===== config.mk =====
export PLATFORM = sky130hd
export DESIGN_NAME = mad_decoder
export DESIGN_NICKNAME = d
export VERILOG_FILES = /design/src/hdl/mad_pkg.sv /design/src/hdl/mad_decoder.sv /design/src/hdl/mad_strap_sync.sv /design/src/hdl/mad_wait_timer.sv
export SDC_FILE = /design/constraint.sdc
export NUM_CORES = 1
export LEC_CHECK = 0
export BUFFER_PORTS_ARGS = -buffer_cell sky130_fd_sc_hd__clkbuf_2
export CAP_MARGIN = 40
export CORE_MARGIN = 2
export CORE_UTILIZATION = 45
export DETAILED_ROUTE_END_ITERATION = 10
export HOLD_SLACK_MARGIN = 0.15
export PLACE_DENSITY_LB_ADDON = 0.2
export SLEW_MARGIN = 10
export SYNTH_ARGS = -nofsm -noshare
export SYNTH_HDL_FRONTEND = slang
export SYNTH_SLANG_ARGS = --single-unit

===== constraint.sdc =====
create_clock -name clock -period 2.71 [get_ports clock]
set_clock_uncertainty 0.1 [all_clocks]
set_input_delay 0.1355 -clock clock [delete_from_list [all_inputs] [get_ports clock]]
set_output_delay 0.1355 -clock clock [all_outputs]
set_load 0.03 [all_outputs]

===== src/hdl/mad_pkg.sv =====
// mad_pkg: constants, encodings and carriers of the memory and i/o address decoder
// assumes a single 100 MHz external bus clock shared with the processor bus
`default_nettype none

package mad_pkg;

   ////////////////////////////////////////////////////////////////////////////////
   // timing: access times in ns, converted to whole bus clock cycles (rounded up)
   localparam int unsigned CLK_PERIOD_NS = 10;
   localparam int unsigned FLASH_TA_NS   = 120;
   localparam int unsigned USART_TA_NS   = 70;
   localparam int unsigned USB_TA_NS     = 74;
   localparam logic [3:0]  FLASH_WAIT    = 4'((FLASH_TA_NS + CLK_PERIOD_NS - 1) / CLK_PERIOD_NS);
   localparam logic [3:0]  USART_WAIT    = 4'((USART_TA_NS + CLK_PERIOD_NS - 1) / CLK_PERIOD_NS);
   localparam logic [3:0]  USB_WAIT      = 4'((USB_TA_NS + CLK_PERIOD_NS - 1) / CLK_PERIOD_NS);
   localparam logic [3:0]  SRAM_WAIT     = 4'h1;
   localparam logic [3:0]  REG_WAIT      = 4'h2;
   localparam logic [3:0]  NO_WAIT       = 4'h0;

   ////////////////////////////////////////////////////////////////////////////////
   // address map (low 16 bits of the bus address)
   localparam logic [15:0] PROG_LOW_BASE  = 16'h0080;
   localparam logic [15:0] STD_EXT_BASE   = 16'h8000;
   localparam logic [15:0] SMALL_EXT_BASE = 16'h4000;
   localparam logic [15:0] USART_LAST     = 16'h007F;
   localparam logic [15:0] USB_BASE       = 16'h2000;
   localparam logic [15:0] USB_LAST       = 16'h201F;
   localparam logic [15:0] PAGE_REG_ADDR  = 16'h8000;

   ////////////////////////////////////////////////////////////////////////////////
   // page-select register layout and reset values
   localparam int unsigned MEM_TYPE_POS      = 7;
   localparam logic [7:0]  PAGE_RESET_FLASH  = 8'h80;
   localparam logic [7:0]  PAGE_RESET_OTHER  = 8'h00;

   // bus spaces, gray coded
   typedef enum logic [1:0] {
      SP_PROG = 2'h0,
      SP_DATA = 2'h1,
      SP_IO   = 2'h3
   } mad_space_t;

   // boot mode straps {sw2_2 off, sw2_1 off}
   typedef enum logic [1:0] {
      BOOT_NONE  = 2'h0,
      BOOT_HPI   = 2'h1,
      BOOT_FLASH = 2'h2,
      BOOT_RSVD  = 2'h3
   } mad_boot_t;

   typedef struct packed {
      logic       small_mem;     // small on-chip memory variant
      logic       rom_capable;   // variant whose data-rom bit can be set
      mad_boot_t  boot_mode;     // boot mode switches
   } mad_strap_t;

   typedef struct packed {
      logic       prog_sram_cs;   // program sram selected
      logic       prog_page;      // program sram page
      logic       data_sram_cs;   // data sram selected
      logic [1:0] data_sram_page; // data sram page
      logic       flash_cs;       // flash selected
      logic [4:0] flash_page;     // flash page
      logic       usart_cs;       // serial controller selected
      logic       usb_cs;         // usb controller selected
      logic       page_reg_cs;    // page-select register accessed
      logic       byte_wide;      // only d0..d7 carried
   } mad_sel_t;

endpackage : mad_pkg

`default_nettype wire


===== src/hdl/mad_decoder.sv =====
// mad_decoder: address decoder between the processor external bus and board targets
// assumes bus strobes are one-cycle pulses on the bus clock, one access at a time
// Operation
// standard variant maps data 8000H-FFFFH to sram pages 0-3 by page values 00H-03H, one wait.
// small variant maps data 4000H-FFFFH to sram pages 0-1 by page values 00H-01H.
// page values 80H-9FH map data 8000H-FFFFH to 32 flash pages, stretched to 120 ns.
// overlay clear puts program page 0 at 0080H-FFFFH and page 1 at 10080H-1FFFFH, one wait.
// standard variant with overlay set puts program pages at 8000H-FFFFH and 18000H-1FFFFH.
// small variant with overlay set puts program pages at 4000H-FFFFH and 14000H-1FFFFH.
// with overlay set the low program region is on-chip and never selects program sram.
// while the data-rom bit is set on capable variants, data 8000H-FFFFH selects nothing; the code blocks it on the standard variant only.
// i/o 0000H-007FH with the flag set selects the serial controller, 8 bits, 70 ns.
// i/o 2000H-201FH with the flag set selects the usb controller, 8 bits, 74 ns.
// on the standard variant software sets its wait register to 2209H or 2409H.
// on the small variant software sets its wait register to 2249H or 2489H.
// the page register holds a memory-type bit and page bits written at run time.
// the page register resets to 80H in flash boot, else 00H, at i/o 8000H with the flag set.
// the qualifying flag is the processor general-purpose flag output.
// unmatched addresses select nothing; reads return zero and writes do nothing.
// timed windows hold ready low for enough bus clock cycles to cover the access time.
`default_nettype none

module mad_decoder (
   input  wire  logic                clock,                 // bus clock, 100 MHz
   input  wire  logic                reset,                 // board reset, sync high
   input  wire  mad_pkg::mad_space_t bus_space,             // space of the access
   input  wire  logic [16:0]         bus_addr,              // word address
   input  wire  logic [7:0]          bus_wdata,             // write data d0..d7
   input  wire  logic                bus_wr,                // write strobe
   input  wire  logic                bus_rd,                // read strobe
   output var   logic [7:0]          bus_rdata,             // register read data
   output var   logic                bus_ready,             // processor ready
   input  wire  logic                program_overlay_bit,   // processor overlay bit
   input  wire  logic                data_rom_map_bit,      // processor data-rom bit
   input  wire  logic                external_flag_output,  // processor flag output
   input  wire  mad_pkg::mad_strap_t strap_pins,            // raw board straps
   output var   mad_pkg::mad_sel_t   mem_sel,               // target selects
   output var   logic [7:0]          data_page_select_reg   // page register state
);

   ////////////////////////////////////////////////////////////////////////////////
   // straps and wait timer

   mad_pkg::mad_strap_t strap_s;
   logic                busy;
   logic                last;

   mad_strap_sync #(
      .W        ($bits(mad_pkg::mad_strap_t))
   ) u_sync (
      .clock    (clock),
      .pin_in   (strap_pins),
      .sync_out (strap_s)
   );

   logic       acc;
   logic [3:0] dec_wait;

   mad_wait_timer u_timer (
      .clock    (clock),
      .reset    (reset),
      .load     (acc),
      .load_val (dec_wait),
      .busy     (busy),
      .last     (last)
   );

   ////////////////////////////////////////////////////////////////////////////////
   // decode terms

   logic [7:0]  page_ff;
   logic [7:0]  nxt_page;
   wire  [15:0] low      = bus_addr[15:0];
   wire         a16      = bus_addr[16];
   wire         small_v  = strap_s.small_mem;

   // external base depends on on-chip memory size
   wire  [15:0] ext_base  = small_v ? mad_pkg::SMALL_EXT_BASE : mad_pkg::STD_EXT_BASE;
   // overlay moves program sram above on-chip region
   wire  [15:0] prog_base = program_overlay_bit ? ext_base : mad_pkg::PROG_LOW_BASE;

   // program space
   wire hit_prog  = (bus_space == mad_pkg::SP_PROG) && (low >= prog_base);

   // data space: data-rom bit hands the top half to on-chip memory on the standard variant only
   wire rom_blk   = strap_s.rom_capable && data_rom_map_bit && !small_v;
   wire is_data   = (bus_space == mad_pkg::SP_DATA) && !rom_blk;
   wire flash_ty  = page_ff[mad_pkg::MEM_TYPE_POS];
   wire sram_pgok = small_v ? (page_ff[6:1] == 6'h00) : (page_ff[6:2] == 5'h00);
   wire hit_dsram = is_data && !flash_ty && sram_pgok && (low >= ext_base);
   wire hit_flash = is_data && flash_ty && (page_ff[6:5] == 2'h0)
                    && (low >= mad_pkg::STD_EXT_BASE);

   // i/o space qualified by the processor flag
   wire io_ok     = (bus_space == mad_pkg::SP_IO) && external_flag_output;
   wire hit_usart = io_ok && (low <= mad_pkg::USART_LAST);
   wire hit_usb   = io_ok && (low >= mad_pkg::USB_BASE) && (low <= mad_pkg::USB_LAST);
   wire hit_preg  = io_ok && (low == mad_pkg::PAGE_REG_ADDR);

   ////////////////////////////////////////////////////////////////////////////////
   // decoded select set and wait figure

   mad_pkg::mad_sel_t dec;

   assign dec.prog_sram_cs   = hit_prog;
   assign dec.prog_page      = hit_prog && a16; // page bits only beside their select
   assign dec.data_sram_cs   = hit_dsram;
   assign dec.data_sram_page = !hit_dsram ? 2'h0 :
                               small_v ? {1'b0, page_ff[0]} : page_ff[1:0];
   assign dec.flash_cs       = hit_flash;
   assign dec.flash_page     = hit_flash ? page_ff[4:0] : 5'h00;
   assign dec.usart_cs       = hit_usart;
   assign dec.usb_cs         = hit_usb;
   assign dec.page_reg_cs    = hit_preg;
   assign dec.byte_wide      = hit_usart || hit_usb || hit_preg;

   // wait cycles per target; no match means no select and no wait
   assign dec_wait = hit_flash ? mad_pkg::FLASH_WAIT :
                     hit_usart ? mad_pkg::USART_WAIT :
                     hit_usb   ? mad_pkg::USB_WAIT :
                     hit_preg  ? mad_pkg::REG_WAIT :
                     (hit_prog || hit_dsram) ? mad_pkg::SRAM_WAIT :
                     mad_pkg::NO_WAIT;

   // a strobe is taken only while idle
   assign acc = (bus_wr || bus_rd) && !busy;

   ////////////////////////////////////////////////////////////////////////////////
   // select hold: loaded at the strobe, dropped after the last wait cycle

   mad_pkg::mad_sel_t sel_ff;
   mad_pkg::mad_sel_t nxt_sel;

   assign nxt_sel = acc  ? dec :
                    last ? mad_pkg::mad_sel_t'(0) : sel_ff;

   always_ff @(posedge clock) begin
      if (reset) begin
         sel_ff <= mad_pkg::mad_sel_t'(0);
      end else begin
         sel_ff <= nxt_sel;
      end
   end

   assign mem_sel   = sel_ff;
   assign bus_ready = !busy;

   ////////////////////////////////////////////////////////////////////////////////
   // page-select register

   wire preg_wr  = acc && bus_wr && hit_preg;
   wire preg_rd  = acc && bus_rd && hit_preg;
   wire [7:0] page_rst = (strap_s.boot_mode == mad_pkg::BOOT_FLASH) ?
                         mad_pkg::PAGE_RESET_FLASH : mad_pkg::PAGE_RESET_OTHER;

   assign nxt_page = preg_wr ? bus_wdata : page_ff;

   always_ff @(posedge clock) begin
      if (reset) begin
         page_ff <= page_rst;
      end else begin
         page_ff <= nxt_page;
      end
   end

   assign data_page_select_reg = page_ff;

   ////////////////////////////////////////////////////////////////////////////////
   // read data: register value one cycle after the strobe, zero otherwise

   logic [7:0] rdata_ff;
   wire  [7:0] nxt_rdata = preg_rd ? page_ff : 8'h00;

   always_ff @(posedge clock) begin
      if (reset) begin
         rdata_ff <= 8'h00;
      end else begin
         rdata_ff <= nxt_rdata;
      end
   end

   assign bus_rdata = rdata_ff;

   wire strobe_idle = (bus_wr || bus_rd) && bus_ready;
   wire any_cs      = sel_ff.prog_sram_cs || sel_ff.data_sram_cs || sel_ff.flash_cs
                      || sel_ff.usart_cs || sel_ff.usb_cs || sel_ff.page_reg_cs;
endmodule : mad_decoder

`default_nettype wire


===== src/hdl/mad_strap_sync.sv =====
// mad_strap_sync: three-stage synchroniser for slow board straps
// assumes straps are static; output updates when stages two and three agree
`default_nettype none

module mad_strap_sync #(
   parameter int unsigned W = 4
) (
   input  wire  logic         clock,    // bus clock
   input  wire  logic [W-1:0] pin_in,   // raw strap pins
   output var   logic [W-1:0] sync_out  // filtered strap value
);

   logic [W-1:0] meta_ff;
   logic [W-1:0] s2_ff;
   logic [W-1:0] s3_ff;
   logic [W-1:0] out_ff;
   wire          agree = (s2_ff == s3_ff);

   ////////////////////////////////////////////////////////////////////////////////
   // data-only chain, no reset so straps settle while board reset is held
   always_ff @(posedge clock) begin
      meta_ff <= pin_in;
      s2_ff   <= meta_ff;
      s3_ff   <= s2_ff;
      if (agree) begin
         out_ff <= s3_ff;
      end
   end

   assign sync_out = out_ff;

endmodule : mad_strap_sync

`default_nettype wire


===== src/hdl/mad_wait_timer.sv =====
// mad_wait_timer: down counter holding processor ready low for an access
// assumes load only while idle; a zero load leaves it idle
`default_nettype none

module mad_wait_timer (
   input  wire  logic       clock,    // bus clock
   input  wire  logic       reset,    // synchronous, active high
   input  wire  logic       load,     // start of access
   input  wire  logic [3:0] load_val, // wait cycles
   output var   logic       busy,     // access in progress
   output var   logic       last      // final wait cycle
);

   logic [3:0] cnt_ff;
   logic [3:0] nxt_cnt;

   // next count: load, else count down to zero
   assign nxt_cnt = load ? load_val : ((cnt_ff != 4'h0) ? cnt_ff - 4'h1 : 4'h0);
   assign busy    = (cnt_ff != 4'h0);
   assign last    = (cnt_ff == 4'h1);

   always_ff @(posedge clock) begin
      if (reset) begin
         cnt_ff <= 4'h0;
      end else begin
         cnt_ff <= nxt_cnt;
      end
   end

endmodule : mad_wait_timer

`default_nettype wire


# == Word-level counts from Yosys, hierarchy flattened ==
# Index checks and enable logic that the tools add are counted.
# op_classes
add_sub_neg,1
magnitude_cmp,6
n_eq_ne,6
muxes,18
bitwise,1
n_reduce_logical,37
# op_table
cell,n
$ge 16x16->1,2
$mux 16,2
$mux 15,2
$mux 8,3
$logic_and 1x1->1,21
$mux 4,5
$eq 16x16->1 const B,1
$ge 16x14->1 const B,1
$ge 16x16->1 const B,1
$le 16x14->1 const B,1
$le 16x7->1 const B,1
$logic_not 6->1,1
$mux 2,3
$logic_not 5->1,1
$mux 5,1
$eq 2x2->1 const B,2
$eq 4x1->1 const B,1
$eq 4x4->1,1
$logic_not 1->1,4
$logic_not 2->1,2
$logic_or 1x1->1,4
$reduce_bool 2->1,2
$reduce_bool 4->1,1
$sub 4x1->4 const B,1
other kinds (4),5
# totals
reg_bits,51
inputBits,38
wordCells,86

# == Depth between registers and ports, before layout ==
# logic_depth
ltp_word,14
ltp_mapped,7
ltp_nobuf,7

# == Cells and area by module ==
# Synthesis repeated with hierarchy kept, for this count alone.
# unflattened
cells_unflattened,189
area_unflattened_um2,2011.9
# by_module_without_submodules
module,instances,cells_per_inst,area_per_inst_um2,seq_area_each_um2
mad_decoder,1,144,1416.4,700.7
mad_strap_sync,1,21,407.9,360.3
mad_wait_timer,1,24,187.7,80.1

# == Worst setup path before layout ==
# Ideal clock, no wire load.
# synth_timing
path_kind,register to register
start,reg u_timer.cnt_ff[1]
end,reg page_ff[0] (netlist: data_page_select_reg[0]) (enable)
setup_ps,326
t_arrival_ps,1972
path_slack_ps,312
path_stages_with_launch,5
n_path_buf,0
path_cell_list,dfxtp_1 -> nor4_2 -> o21ai_1 -> nor4_4 -> a21o_1
# synth_between
elab_chain_len,6
# synth_lines
element,line,text
start: declaration,mad_wait_timer.sv:14,logic [3:0] cnt_ff;
start signal: assignment,mad_wait_timer.sv:26,cnt_ff <= nxt_cnt;
$reduce_bool 4->1,mad_wait_timer.sv:19,assign busy = (cnt_ff != 4'h0);
$logic_not 1->1,n/a,
via bus_ready,mad_decoder.sv:32,"output var logic bus_ready,"
$logic_and 1x1->1,n/a,
$logic_and 1x1->1 (2 in a row),mad_decoder.sv:151,wire preg_wr = acc && bus_wr && hit_preg;
$reduce_bool 2->1 (no source line),n/a,
end signal: assignment,mad_decoder.sv:160,page_ff <= page_rst;
end signal: assignment,mad_decoder.sv:162,page_ff <= nxt_page;
end: declaration,mad_decoder.sv:71,logic [7:0] page_ff;
# The timed path passes the listed nets, and every way through them passes these cells.
# A chain may end at the register's enable or synchronous reset.

# == Worst setup path after layout ==
# layout_timing
start,reg u_timer.cnt_ff[0]
end,reg page_ff[7] (netlist: data_page_select_reg[7]) (enable)
# layout_between
elab_chain_len,6
# layout_lines
element,line,text
$reduce_bool 4->1,mad_wait_timer.sv:19,
$logic_not 1->1,mad_decoder.sv:126,assign acc = (bus_wr || bus_rd) && !busy;
$logic_and 1x1->1,n/a,
$logic_and 1x1->1 (2 in a row),mad_decoder.sv:151,
$reduce_bool 2->1 (no source line),n/a,
# Every way passes these cells.

==> summary.md <==
| Metric | Value |
|---|---|
| Filler Cell Count | `380` |
| Crit path from | `u_timer.cnt_ff[0]$_SDFF_PP0_` |
| Syn. warnings | `0` |
| I/O Buffers | `69` |
| Sink Count | `between 50 and 60` |
| Number of flops mapped to enable cells by yosys | `12` |
| First-pass GRT wire length | `7279 um` |
| Outcome | `finished clean` |
| Post-synthesis cell area | `approximately 0.0020 mm2` |
| Clk buf depth | `2` |
| Post-synthesis adder-cell area fraction | `0.03111` |
| Die area | `between 0.005 and 0.006 mm2` |
| Post-Synth Simple-Gate Area | `0.2284` |
| Initial Utilization | `0.4650` |
| # IOs | `70` |
| Setup_tns | `0 ps` |
| Total GRT Usage | `0.1812` |
| Worst vdd ir | `0.0004854 V` |
| #FFs+latches synth | `about 50` |
| First-pass DRT Iterations | `4` |
| Final Max Tran Viols | `0` |
| Final hold violations | `0` |
| Crit-path cells | `nor4_2 -> o21ai_1 -> nor4_4 -> a21o_1` |
| Final Critical Period | `approximately 2100 ps` |
| GPL Wtd Cong | `between 0.7 and 0.8` |
| Met2 Use GR | `0.3188` |
| Nets | `about 310` |
| Clock H-tree levels | `2` |
| RR Startpoint | `u_timer.cnt_ff[0]$_SDFF_PP0_` |
| Final setup viols | `0` |
| DRT antenna net count | `0` |
| Main combinational cell family by area after synthesis | `simple AND/OR/NAND/NOR gates` |
| CP arrival | `a little under 2000 ps` |
| Largest net degree at the start of global routing | `29` |
| Hold crit path type | `primary input to flop` |
| R2R Setup Slk | `between 500 and 600 ps` |
| Multi-input logic area | `~820 um2` |
| Fraction of layout cells with a size suffix above 1 | `0.3173` |
| CTS tree | `yes` |
| Synth Flop Type | `dfxtp_1` |
| Syn Inst Count | `roughly 180` |
| GR Overflow Total | `0` |
| RSZ-0062 raised after global routing | `no` |
| Xor-xnor portion of the synthesized cell area | `0.01742` |
| Final period util | `0.7845` |
| Initial drt markers | `between 90 and 100` |
| FF-to-FF End | `data_page_select_reg[7]$_DFFE_PP_` |
| Setup bufs post-CTS | `0` |
| Slew margin rel. | `0.4916` |
| Global route hottest layer | `met2` |
| WHS | `about 180 ps` |
| Resize count post-CTS | `0` |
| Slowest cell on crit path | `dfxtp_1` |
| Max cap viols | `0` |
| Power, Total | `~1400 uW` |
| Internal | `1075 uW` |
| Cell row count | `24` |
| Type of destination of the critical path | `flop` |
| Multiplexer share of the synthesized area | `0` |
| Synth Net Count | `between 200 and 250` |
| Required @ worst endpoint | `approximately 2600 ps` |
| Synth cell count leaders | `39 x dfxtp_1, 17 x nor2_1, 14 x nand2_1` |
| Fmax | `470.4 MHz` |
| Sequential-to-total area share from yosys stat | `0.5675` |
| Most frequent cell after synthesis | `dfxtp_1` |
| Drt total wl | `4428 um` |
| Worst Tran Pin Value | `around 760 ps` |
| # DRC | `0` |
| CTS clock-pin slew for the worst setup and hold paths | `80 ps` |
| Clk_lat worst skew | `about 300 ps` |
| Die span in y | `70.85 um` |
| Combinational share of power | `0.106` |
| Synth cell types | `45` |
| Layout area overhead | `31.05%` |
| Top cell type's share of synthesized area | `0.3883` |
| Antenna violations before repair | `0` |
| Critical Path End | `data_page_select_reg[7]$_DFFE_PP_` |
| Max FFs per register | `15` |
| Number of buffers created by CTS | `5` |
| Compound-Gate Fraction of Synth Area | `0.1332` |
| Critical path class | `flop to flop` |
| Number of global-route vias before repair | `1,623` |
| Register share of total power | `0.577` |
| Sw Ratio | `0.2409` |
| DR vias | `around 1,700` |
| Antenna diode count | `0` |
| Leak | `0.001151 uW` |
| Max FO, Critical Path | `8` |
| FFs w/ async S/R, synth | `0` |
| Dpl hpwl | `between 3000 and 4000 um` |
| R2R depth | `4` |
| Met3 Resource Use GR | `0.04416` |
| Root buffer cell | `clkbuf_8` |
| Per-cell routed wire length | `between 10 and 15 um` |
| Syn avg cell area | `about 11 um2` |
| Sequential cell area | `about 0.0011 mm2` |
| Net Sw Power | `341.1 uW` |
| Synth area leaders | `dfxtp_1 39%, edfxtp_1 18%, nor2_1 3.2%` |
| Critical path launch point type | `flop` |
| Vias per cell | `between 5 and 6` |
| Horizontal die dimension | `70.85 um` |
| Met1 Use GR | `0.2170` |
| Clk pwr share | `0.317` |
| Pwr dens | `approximately 540 mW/mm2` |
| Critical path's largest stage delay | `approximately 390 ps` |
| Core ar. | `approximately 0.0043 mm2` |
| Synth area leader | `dfxtp_1` |
==> power groups by stage <==
stage	Sequential [uW]	Combinational [uW]	Clock [uW]
2_1_floorplan	852	59.2	0
3_3_place_gp	835	134	0
3_5_place_dp	835	136	0
4_1_cts	817	151	451
5_1_grt	821	164	484
6_report	817	150	449
==> critical path, delay by kind of cell, from the launching register on <==
kind / cells / cell delay, ps
simple gates: 2 / 680
compound gates: 2 / 630
flops: 1 / 390
==> routing by layer <==
layer / wire length [um] / part of all wire
met5: 0 / 0
met4: 79 / 0.018
met3: 230 / 0.052
met2: 2192 / 0.50
met1: 1925 / 0.43
==> how the worst min path moves through the flow <==
stage | startpoint | end | slack, ps | depth (start not counted)
2_1_floorplan | strap_pins[0] | u_sync.meta_ff[0]$_DFF_P_ | 60 | 0
3_3_place_gp | strap_pins[2] | u_sync.meta_ff[2]$_DFF_P_ | 140 | 1
3_5_place_dp | strap_pins[2] | u_sync.meta_ff[2]$_DFF_P_ | 140 | 1
4_1_cts | bus_addr[13] | u_timer.cnt_ff[3]$_SDFF_PP0_ | 190 | 5
5_1_grt | bus_addr[13] | u_timer.cnt_ff[3]$_SDFF_PP0_ | 240 | 5
6_report | bus_addr[13] | u_timer.cnt_ff[3]$_SDFF_PP0_ | 180 | 5
==> placed cells by master (no fill, tap or decap), types with 2 or more instances in the layout <==
cell,netlist,final
a31oi_1,3,3
nor3_1,3,3
clkbuf_2,0,69
edfxtp_1,12,12
o21ai_1,2,2
nand3b_1,2,2
a22oi_1,7,7
nand2_1,14,14
and2_1,8,8
o21a_1,3,3
inv_1,7,7
dlygate4sd3_1,0,13
nor4_1,6,6
o21ai_0,5,5
nor2b_1,8,8
nor2_1,17,17
ha_1,5,5
nand3_1,3,3
xor2_1,4,4
dfxtp_1,39,39
clkbuf_8,0,6
a21oi_1,8,8
==> layout make-up <==
cell class                      count  share of cell area
Clock inverter                      1            0.003324
Multi-Input combinational cell    122              0.3129
Inverter                            7            0.009971
Clock buffer                        7             0.03276
Timing Repair Buffer               83              0.1833
Tap cell                           52             0.02469
Sequential cell                    51              0.4330
==> per-stage QoR <==
stage               utilization  worst slack, ps  std cells  cell area (um2)
floorplan                     -            311.7        184             2011
global placement         0.5573            604.3        302             2410
detailed placement       0.5573            596.4        302             2410
CTS                      0.6094            582.4        323             2635
global route             0.6094            387.6        323             2635
finish                   0.6094            584.0        323             2635
==> cell families (layout without fill, tap and decap cells) <==
logic type               after synthesis  in the layout
AND/OR/NAND/NOR                       75             75
XOR/XNOR                               4              4
AO/OA/AOI/OAI                         38             38
buffers and inverters                 11             98
flip-flops                            51             51
adder cells (fa/ha/maj)                5              5
==> repair_timing <==
action,4_1_cts,5_1_grt
hold endpoints to repair,13,0
hold buffers,13,0
setup endpoints to repair,0,0
Power figures use the tool's default switching activity.
